--- config.mk ---
export PLATFORM = sky130hd
export DESIGN_NAME = dsr_result_latch
export DESIGN_NICKNAME = d
export VERILOG_FILES = /design/src/logic/dsr_pkg.sv /design/src/logic/dsr_result_latch.sv /design/src/logic/dsr_seg_decoder.sv
export VERILOG_INCLUDE_DIRS = /design/src /design/src/logic
export SDC_FILE = /design/constraint.sdc
export NUM_CORES = 1
export LEC_CHECK = 0
export BUFFER_PORTS_ARGS = -buffer_cell sky130_fd_sc_hd__buf_2
export CORE_MARGIN = 3
export CORE_UTILIZATION = 54
export CTS_CLUSTER_DIAMETER = 50
export CTS_CLUSTER_SIZE = 24
export DETAILED_ROUTE_END_ITERATION = 6
export PLACE_DENSITY = 0.8
export SYNTH_ARGS = -nofsm -noshare
export SYNTH_HDL_FRONTEND = slang
export SYNTH_HIERARCHICAL = 1
export SYNTH_SLANG_ARGS = --single-unit
--- constraint.sdc ---
create_clock -name clock -period 2.1 [get_ports clock]
set_input_delay 0.21 -clock clock [delete_from_list [all_inputs] [get_ports clock]]
set_output_delay 0.21 -clock clock [all_outputs]
set_load 0.01 [all_outputs]
--- src/logic/dsr_defines.svh ---
// constants for the dual-slope result latch and display block
`ifndef DSR_DEFINES_SVH
`define DSR_DEFINES_SVH

// register byte offsets
`define DSR_OFS_STATUS   5'h00
`define DSR_OFS_MASK     5'h04
`define DSR_OFS_RESULT   5'h08
`define DSR_OFS_CTRL     5'h0c
`define DSR_OFS_COUNT    5'h10

// status and mask bit positions
`define DSR_EV_READING   0
`define DSR_EV_OVERLOAD  1
`define DSR_EV_POLARITY  2
`define DSR_EV_WIDTH     3

// control bit positions and reset values
`define DSR_CTRL_RUN     0
`define DSR_CTRL_RST     1'h1
`define DSR_MASK_RST     3'h0

// counter states, bcd coded so they compare like binary
`define DSR_CNT_INTEG_END 16'h6000
`define DSR_CNT_INTEG_LAST 16'h5999
`define DSR_CNT_COMPARE   16'h8000
`define DSR_CNT_OVERLOAD  16'h8001
`define DSR_CNT_WRAP      16'h9999
`define DSR_THOUSANDS_OFS 4'h6

`endif

--- src/logic/dsr_pkg.sv ---
// types shared by the dual-slope result latch and display block
package dsr_pkg;

  typedef enum logic [1:0] {
    DSR_INTEG = 2'b00,
    DSR_REF   = 2'b01,
    DSR_IDLE  = 2'b10,
    DSR_OVL   = 2'b11
  } dsr_phase_type;

  typedef struct packed {
    logic [4:0]  addr;
    logic [31:0] wdata;
    logic        wr;
    logic        rd;
  } dsr_bus_req_type;

  typedef struct packed {
    logic       neg;
    logic [3:0] d3;
    logic [3:0] d2;
    logic [3:0] d1;
    logic [3:0] d0;
  } dsr_store_type;

endpackage

--- src/logic/dsr_result_latch.sv ---
// cycle counter, result capture and display drive of a dual-slope voltmeter
`timescale 1ns/1ps
`include "dsr_defines.svh"
module dsr_result_latch (
  input  wire logic                     clock,
  input  wire logic                     srst,
  input  wire dsr_pkg::dsr_bus_req_type bus_req,
  output logic      [31:0]              rdata_q,
  input  wire logic                     comparator,
  input  wire logic                     polarity_neg,
  input  wire logic [2:0]               range_n,
  output logic      [20:0]              seg_q,
  output logic                          half_one_q,
  output logic                          half_fill_q,
  output logic      [2:0]               dp_q,
  output logic                          sign_q,
  output logic                          ref_switch_q,
  output logic      [1:0]               phase_q,
  output logic                          irq_q
);

  // four-digit bcd increment with decimal carry
  function automatic logic [15:0] bcd_inc(input logic [15:0] v);
    logic [15:0] r;
    logic        c;
    r = v;
    c = 1'b1;
    for (int i = 0; i < 4; i++) begin
      if (c) begin
        if (r[i*4 +: 4] == 4'h9) begin
          r[i*4 +: 4] = 4'h0;
        end else begin
          r[i*4 +: 4] = r[i*4 +: 4] + 4'h1;
          c = 1'b0;
        end
      end
    end
    return r;
  endfunction

  function automatic logic hit(input logic [4:0] a, input logic [4:0] ofs);
    return a == ofs;
  endfunction

  // ---------------------------------------------------------------- state
  logic [15:0]           cnt_q;
  logic [15:0]           cnt_d;
  logic                  cmp_q;
  logic                  pol_q;
  logic                  done_q;
  logic                  sync_q;
  logic                  sync_dly_q;
  dsr_pkg::dsr_store_type store_q;
  dsr_pkg::dsr_store_type store_d;
  logic [2:0]            status_q;
  logic [2:0]            status_d;
  logic [2:0]            mask_q;
  logic                  run_q;
  dsr_pkg::dsr_phase_type phase_st;

  // ---------------------------------------------------------------- decode
  wire        wr_status  = bus_req.wr && hit(bus_req.addr, `DSR_OFS_STATUS);
  wire        wr_mask    = bus_req.wr && hit(bus_req.addr, `DSR_OFS_MASK);
  wire        wr_ctrl    = bus_req.wr && hit(bus_req.addr, `DSR_OFS_CTRL);
  // the count is bcd, so the last integration state is 5999, not a binary minus one
  wire        at_integ   = run_q && (cnt_q == `DSR_CNT_INTEG_LAST);
  wire        at_wrap    = run_q && (cnt_q == `DSR_CNT_WRAP);
  wire        in_integ   = cnt_q < `DSR_CNT_INTEG_END;
  wire        cmp_fall   = cmp_q && !comparator;
  wire        in_ref     = !in_integ && !done_q && (cnt_q < `DSR_CNT_COMPARE);
  wire        ovl_now    = !done_q && (cnt_q >= `DSR_CNT_OVERLOAD);
  // sync flop stays set until wrap; only its first cycle may load, otherwise
  // the shown reading would keep running on after the comparison
  wire        xfer_pulse = sync_q && !sync_dly_q;
  // the transfer pulse gives one load; overload keeps loading each count
  wire        load_en    = (xfer_pulse || ovl_now) && !in_integ;
  wire [3:0]  th_adj     = cnt_q[15:12] - `DSR_THOUSANDS_OFS;
  wire [2:0]  ev         = {at_integ, ovl_now && !phase_q[1], xfer_pulse};
  wire [2:0]  mask_d     = wr_mask ? bus_req.wdata[2:0] : mask_q;

  assign cnt_d = at_wrap ? 16'h0000 : (run_q ? bcd_inc(cnt_q) : cnt_q);

  always_comb begin
    case ({ovl_now, done_q, in_integ})
      3'b001:  phase_st = dsr_pkg::DSR_INTEG;
      3'b000:  phase_st = dsr_pkg::DSR_REF;
      3'b010:  phase_st = dsr_pkg::DSR_IDLE;
      3'b100:  phase_st = dsr_pkg::DSR_OVL;
      default: phase_st = dsr_pkg::DSR_IDLE;
    endcase
  end

  // store takes the reading relative to the end of integration, in bcd
  always_comb begin
    store_d = store_q;
    if (load_en) begin
      store_d.neg = pol_q;
      store_d.d3  = th_adj;
      store_d.d2  = cnt_q[11:8];
      store_d.d1  = cnt_q[7:4];
      store_d.d0  = cnt_q[3:0];
    end
  end

  // set wins over a write-one clear in the same cycle
  assign status_d = (status_q & ~(wr_status ? bus_req.wdata[2:0] : 3'h0)) | ev;

  // ---------------------------------------------------------------- counter
  always_ff @(posedge clock) begin
    if (srst) begin
      cnt_q <= 16'h0000;
      cmp_q <= 1'b1;
    end else begin
      cnt_q <= cnt_d;
      cmp_q <= comparator;
    end
  end

  // phase outputs: low bit from 6000 on, both high from 8002 on in overload
  always_ff @(posedge clock) begin
    if (srst) begin
      phase_q <= 2'h0;
    end else begin
      phase_q[0] <= (cnt_d >= `DSR_CNT_INTEG_END);
      phase_q[1] <= (phase_st == dsr_pkg::DSR_OVL) && !at_wrap;
    end
  end

  // polarity is caught with the final integration count and held until the next one
  always_ff @(posedge clock) begin
    if (srst) begin
      pol_q <= 1'b0;
    end else if (at_integ) begin
      pol_q <= polarity_neg;
    end
  end

  // the comparison flop is asynchronous in spirit; sync flop retimes it
  always_ff @(posedge clock) begin
    if (srst || at_wrap) begin
      done_q <= 1'b0;
      sync_q <= 1'b0;
    end else begin
      if (in_ref && cmp_fall) begin
        done_q <= 1'b1;
      end
      sync_q <= done_q;
    end
  end

  // delayed copy marks the first cycle of the sync flop as the transfer pulse
  always_ff @(posedge clock) begin
    if (srst) begin
      sync_dly_q <= 1'b0;
    end else begin
      sync_dly_q <= sync_q;
    end
  end

  // reference current flows until the comparison or the overload limit
  always_ff @(posedge clock) begin
    if (srst) begin
      ref_switch_q <= 1'b0;
    end else begin
      ref_switch_q <= in_ref && !cmp_fall && run_q;
    end
  end

  always_ff @(posedge clock) begin
    if (srst) begin
      store_q <= '0;
    end else begin
      store_q <= store_d;
    end
  end

  // ---------------------------------------------------------------- display
  logic [20:0] seg_d;

  genvar g;
  generate
    for (g = 0; g < 3; g++) begin : gen_dec
      dsr_seg_decoder u_dec (
        .bcd (store_q[g*4 +: 4]),
        .seg (seg_d[g*7 +: 7])
      );
    end
  endgenerate

  always_ff @(posedge clock) begin
    if (srst) begin
      seg_q       <= 21'h000000;
      half_one_q  <= 1'b0;
      half_fill_q <= 1'b0;
      dp_q        <= 3'h0;
      sign_q      <= 1'b0;
    end else begin
      seg_q       <= seg_d;
      half_one_q  <= 1'b1;
      half_fill_q <= (store_q.d3 == 4'h0);
      dp_q        <= ~range_n;
      sign_q      <= store_q.neg;
    end
  end

  // ---------------------------------------------------------------- registers
  always_ff @(posedge clock) begin
    if (srst) begin
      status_q <= 3'h0;
      mask_q   <= `DSR_MASK_RST;
      run_q    <= `DSR_CTRL_RST;
      irq_q    <= 1'b0;
    end else begin
      status_q <= status_d;
      // irq uses the mask being written, so it never lags an unmasked bit
      irq_q    <= |(status_d & mask_d);
      mask_q   <= mask_d;
      if (wr_ctrl) begin
        run_q <= bus_req.wdata[`DSR_CTRL_RUN];
      end
    end
  end

  logic [31:0] rdata_d;

  always_comb begin
    rdata_d = 32'h00000000;
    if (bus_req.rd) begin
      case (bus_req.addr)
        `DSR_OFS_STATUS: rdata_d = {29'h0, status_q};
        `DSR_OFS_MASK:   rdata_d = {29'h0, mask_q};
        `DSR_OFS_RESULT: rdata_d = {15'h0, store_q};
        `DSR_OFS_CTRL:   rdata_d = {31'h0, run_q};
        `DSR_OFS_COUNT:  rdata_d = {12'h0, phase_st, phase_q, cnt_q};
        default:         rdata_d = 32'h00000000;
      endcase
    end
  end

  always_ff @(posedge clock) begin
    if (srst) begin
      rdata_q <= 32'h00000000;
    end else begin
      rdata_q <= rdata_d;
    end
  end
endmodule // dsr_result_latch

--- src/logic/dsr_seg_decoder.sv ---
// bcd 8421 to seven-segment decoder, segment order g f e d c b a
`timescale 1ns/1ps
module dsr_seg_decoder (
  input  wire logic [3:0] bcd,
  output logic      [6:0] seg
);

  // a set bit grounds the cathode, so the segment lights
  always_comb begin
    case (bcd)
      4'h0:    seg = 7'h3f;
      4'h1:    seg = 7'h06;
      4'h2:    seg = 7'h5b;
      4'h3:    seg = 7'h4f;
      4'h4:    seg = 7'h66;
      4'h5:    seg = 7'h6d;
      4'h6:    seg = 7'h7d;
      4'h7:    seg = 7'h07;
      4'h8:    seg = 7'h7f;
      4'h9:    seg = 7'h6f;
      default: seg = 7'h00; // codes above nine stay dark
    endcase
  end

endmodule // dsr_seg_decoder

## Word level (Yosys, flattened, before mapping)

Memory sizes are Yosys's and may differ from the RTL's. A register that Yosys moved wholly into a read port is not among the register bits.
Index checks and enable logic that the tools add are counted.

| word-level totals | value |
|---|---|
| ROM bits | 336 |
| bits in registers | 87 |
| logic and storage cells | 102 |
| output and inout port bits | 63 |
| input bits | 46 |
| memories | 3 |

Memory list:

| memory | depth | width | rd ports | clocked after memory_dff | wr ports | line | RTL |
|---|---|---|---|---|---|---|---|
| (no name shown) | 16 | 7 | 1 | 1 | 0 | dsr_seg_decoder.sv:10 | `case (bcd)` |
| (no name shown) | 16 | 7 | 1 | 1 | 0 | dsr_seg_decoder.sv:10 |  |
| (no name shown) | 16 | 7 | 1 | 1 | 0 | dsr_seg_decoder.sv:10 |  |

| operators by class | value |
|---|---|
| bitwise gates (word level) | 6 |
| equality and inequality tests | 13 |
| reductions and logical operators | 30 |
| magnitude comparators | 4 |
| mux-type cells | 19 |
| $add $sub $neg | 5 |

Operators with widths:

| operator | count |
|---|---|
| $pmux W20 S5 | 1 |
| $mux W16 | 2 |
| $mux W4 | 7 |
| $add A4 B1 Y4 const B | 4 |
| $eq A16 B15 Y1 const B | 1 |
| $eq A16 B16 Y1 const B | 1 |
| $eq A4 B4 Y1 const B | 4 |
| $ge A16 B15 Y1 const B | 1 |
| $ge A16 B16 Y1 const B | 1 |
| $logic_and A1 B1 Y1 | 16 |
| $lt A16 B15 Y1 const B | 1 |
| $lt A16 B16 Y1 const B | 1 |
| $eq A5 B4 Y1 const B | 2 |
| $logic_not A1 Y1 | 7 |
| $and A3 B3 Y3 | 2 |
| $mux W1 | 6 |
| $mux W3 | 2 |
| $not A3 Y3 | 2 |
| $pmux W2 S3 | 1 |
| $eq A5 B3 Y1 const B | 1 |
| $eq A5 B5 Y1 const B | 1 |
| $logic_not A5 Y1 | 1 |
| $logic_not A4 Y1 | 1 |
| $sub A4 B3 Y4 const B | 1 |
| 9 further kinds | 10 |

## Logic depth before layout (Yosys ltp)

| depth | value |
|---|---|
| depth after elaboration | 8 |
| gate-level depth with buffers | 7 |

## Modules after synthesis

Netlist, hierarchy kept.

Modules (own cells, without submodules):

| module | seq. area each (um^2) | instances | area an instance (um^2) | cells each |
|---|---|---|---|---|
| dsr_result_latch | 1921.8 | 1 | 3935.0 | 402 |
| dsr_seg_decoder (gen_dec[0].u_dec ...) | 0.0 | 2 | 201.4 | 26 |
| dsr_seg_decoder (gen_dec[1].u_dec) | 0.0 | 1 | 219.0 | 28 |

## Least setup slack after synthesis

OpenSTA, ideal clock, no wires.

| path | value |
|---|---|
| path kind | register to register |
| start point | register cnt_q[1] |
| end point | register store_q[16] (netlist bit) |
| setup slack | 0.244 ns |
| arrival time | 1.736 ns |
| buffers on the path | 0 |
| stages on the path, launching flop included | 7 |
| cells stage by stage | dfxtp_1 -> inv_1 -> ha_1 -> nor4b_2 -> o211ai_1 -> o221ai_4 -> mux2_2 |

| on the way | value |
|---|---|
| word-level cells in the longest chain between the ends | 4 |
| elaborated cells on any way between the ends | 6 |
| classes of those cells | order compare (2); reduce/logical (4) |

RTL lines:

| element | line | RTL |
|---|---|---|
| from (decl) | dsr_result_latch.sv:46 | `logic [15:0] cnt_q;` |
| from (signal assigned) | dsr_result_latch.sv:114 | `cnt_q <= cnt_d;` |
| $ge A16 B16 Y1 (no line) | n/a |  |
| $logic_and A1 B1 Y1 | dsr_result_latch.sv:71 | `` wire ovl_now = !done_q && (cnt_q >= `DSR_CNT_OVERLOAD); `` |
| $logic_or A1 B1 Y1 | dsr_result_latch.sv:76 | `wire load_en = (xfer_pulse \|\| ovl_now) && !in_integ;` |
| $logic_and A1 B1 Y1 * | dsr_result_latch.sv:76 |  |
| to (signal assigned) | dsr_result_latch.sv:173 | `store_q <= store_d;` |
| to (decl) | dsr_result_latch.sv:53 | `dsr_pkg::dsr_store_type store_q;` |

Every way passes the cells marked *; elsewhere a longest branch is shown, timed or not.
A chain may end at the register's enable or synchronous reset.

## Final worst setup path

| path | value |
|---|---|
| start point | register cnt_q[8] |
| end point | register store_q[5] (netlist bit) |

Same word-level chain as after synthesis.

==> results.md <==
* Status: finished, final reports clean
* Count of pins over their slew limit at 0
* Core area at 7970 um^2
* Worst hold stages at 2
* Initial Util at 57.2%
* RSZ-0062 raised after global routing: false
* Initial antenna violation count at 0
* DRT Pass-1 Iters at 4
* HP Class: in2reg
* Post-synthesis adder-cell area fraction at 7.96%
* Worst-margin pin slew at approximately 0.6 ns
* Buf/Inv on CP at 2
* Max-Cap Viols at 0
* Layout fillers at 659
* Worst-path cell chain: inv_1, ha_1, nor4bb_1, o211ai_1, o221ai_4, buf_4, mux2i_1
* Met2 WL at approximately 4200 um
* Compound-cell area share of the yosys netlist at 14.9%
* CP delay by family, top: compound AO/OA/AOI/OAI gates
* CP max stage delay at approximately 0.42 ns
* Commonest non-fill, non-tap cells in the layout: 96 x dfxtp_1, 67 x buf_2, 47 x nand2_1, 32 x nor2_1
* Synthesized instance count at just under 500
* Crit path max fanout at 11
* Slowest-stage cell, CP: nor4bb_1
* First-pass GRT wire length at 14,900 um
* Setup_tns at 0 ns
* Post-Synth XOR/XNOR Area at 1.35%
* Routed WL at between 8000 and 9000 um
* Clk root buf: clkbuf_8
* Max_slew headroom at 60.2%
* Longest Clk Path Bufs at 2
* R2R cell count at 7
* Arr. time, crit path at 2.28 ns
* Synthesized flop and latch total at 96
* Largest net degree at the start of global routing at 52
* Worst Hold Launch: comparator
* Part of the Yosys area used for sequential elements at 42.2%
* DRC viols at 0
* Startpoint Class: register
* Final Net Count at 629
* Chip Height at around 98 um
* Vias per cell at 5.28
* Final worst path period share at 94.1%
* Remaining antenna violation count after routing at 0
* Synth Flop Type: dfxtp_1
* Initial DRC Count at 110
* Path type of the worst setup path: reg2reg
* Reg2reg start: cnt_q[8]
* Distinct cell type count after synthesis at 72
* Netlist Area Pre-Place at 4560 um^2
* Hold Crit Endpoint: cmp_q
* CTS tree: yes
* Setup-failing EPs final at 0
* Clk Latency, worst-skew pair at 0.37 ns
* Post-synth ARST share at 0%
* CP endpoint kind: register
* R2R Path End: store_q[5]
* Wire length per cell at about 14 um
* Routed via count at 3,490
* Hold slack final at 0.0433 ns
* HPWL after detailed placement at between 6000 and 7000 um
* Clock slew at reported path FFs at 0.09 ns
* Worst Clk Skew at 0.00980 ns
* Die width at approximately 98 um
* Post-synthesis simple-gate area fraction at between 20% and 30%
* Total gr overflow at 0
* Leading cell type in the layout, fill and taps excluded: dfxtp_1
* I/O Pins at 109
* H-tree depth at 3
* Synth warn at 6
* Number of synthesized flops with an enable pin at 0
* Area Overhead vs Synth at 13.4%
* Uppermost layer routed: met4
* Vias in the first global route at 3,245
* TritonCTS Buffers at 9
* P per Cell Area at 607 nW/um^2
* Crit path time final at 1.98 ns
* Met1 wire length at a little over 4000 um
* GP Congestion at ~0.87
* Routed length on met3 at 539 um
* Reg2reg setup slack at ~0.12 ns
* Synthesized area per cell at 9.45 um^2
* Max VDD drop at around 0.36 mV
* Fmax at approximately 500 MHz
* Clk sinks at 96
* Lkg Pwr at 2.24 nW
* Tot GR Track Use at 18.9%
* Mux contribution to synthesized area at 6.07%
* Worst Path Required at around 2.4 ns
* Diodes inserted at 0
* IO buf count at 67
* Layout cells sized above 1 at 24.0%
* Std cell rows at 32
* Area of the die at 9580 um^2
* Largest family of logic cells by synthesized area: simple AND/OR/NAND/NOR gates
* Final Hold Viols at 0
==> per-stage QoR <==
stage               setup slack [ns]  utilization [%]  power, mW  instances  instance area (um^2)
floorplan                      0.244                -       2.04        493                  4600
global placement               0.239             62.3       2.09        642                  4960
detailed placement             0.135             62.3       2.09        642                  4960
CTS                            0.121             64.9       3.17        661                  5170
global route                 0.00915             64.9       3.26        661                  5170
finish                         0.125             64.9       3.14        661                  5170
==> power breakdown <==
group | internal [mW] | switching [mW] | total [mW]
Clock | 0.430 | 0.654 | 1.08
Combinational | 0.0762 | 0.118 | 0.194
Sequential | 1.85 | 0.0125 | 1.86
==> final cells by class <==
| type | count | area (um^2) | area share (%) |
|---|---|---|---|
| multi-input combinational | 329 | 2340 | 45.3 |
| sequential | 96 | 1920 | 37.2 |
| timing repair buffer | 86 | 485 | 9.39 |
| tap | 102 | 128 | 2.47 |
| clock buffer | 9 | 124 | 2.40 |
| inverter | 32 | 120 | 2.32 |
| clock inverter | 7 | 48.8 | 0.944 |
==> repair_timing <==
item                      CTS  global route
resized for setup           0             0
setup buffers               0             0
hold endpoints to repair    3             0
hold buffers                3             0
==> registers in the layout, indices dropped and copies added, names as in the netlist, 2 cells and up <==
signal and count:
rdata_q 20, cnt_q 16, seg_q 21, mask_q 3
phase_q 2, store_q 17, status_q 3, dp_q 3
==> cells by family after synthesis <==
kind of cell	Yosys count
other cells	1
simple gates	164
buf+inv	68
fa+ha+maj	29
mux	26
flops	96
compound gates	91
xor+xnor	7
==> worst max-delay path by stage <==
stage	start	endpoint	cells past startpoint	slack, ns
after floorplan	cnt_q[1]	store_q[16]	6	0.24
after global placement	cnt_q[9]	store_q[6]	7	0.24
after detailed placement	cnt_q[8]	store_q[8]	7	0.13
after CTS	cnt_q[8]	store_q[6]	7	0.12
after global routing	cnt_q[8]	store_q[5]	7	0.009
final	cnt_q[8]	store_q[5]	7	0.12
==> worst register-to-register path, stage by stage, from the launching register on <==
cell      delay [ns]
dfxtp_1         0.32
inv_1           0.08
ha_1            0.16
nor4bb_1        0.42
o211ai_1        0.21
o221ai_4        0.24
buf_4           0.27
mux2i_1         0.22
==> per-layer routing <==
layer	up-vias	track usage [%]
met5	-	0
met4	0	7.45
met3	16	5.00
met2	98	31.3
met1	1610	23.5
li1	1766	-
==> synth_stat cells (3+ instances only) <==
library cell	n	share of area (%)
a21boi_0	3	0.49
a21o_1	3	0.49
a21oi_1	15	1.6
a22o_1	6	1.2
a22o_2	10	2.2
a31oi_1	4	0.55
buf_1	3	0.25
buf_2	5	0.55
buf_4	12	2.0
buf_6	4	0.99
clkbuf_1	12	0.99
dfxtp_1	96	42
ha_1	29	8.0
inv_1	31	2.6
mux2i_1	22	4.8
nand2_1	47	3.9
nand2b_1	3	0.41
nand3_1	10	1.1
nand3b_1	4	0.66
nor2_1	32	2.6
nor2b_1	31	4.3
nor3_1	6	0.66
nor3b_1	3	0.49
o21ai_0	15	1.6
o22ai_1	7	0.96
xnor2_1	7	1.3
No activity file was read; power rests on OpenSTA's default activity.
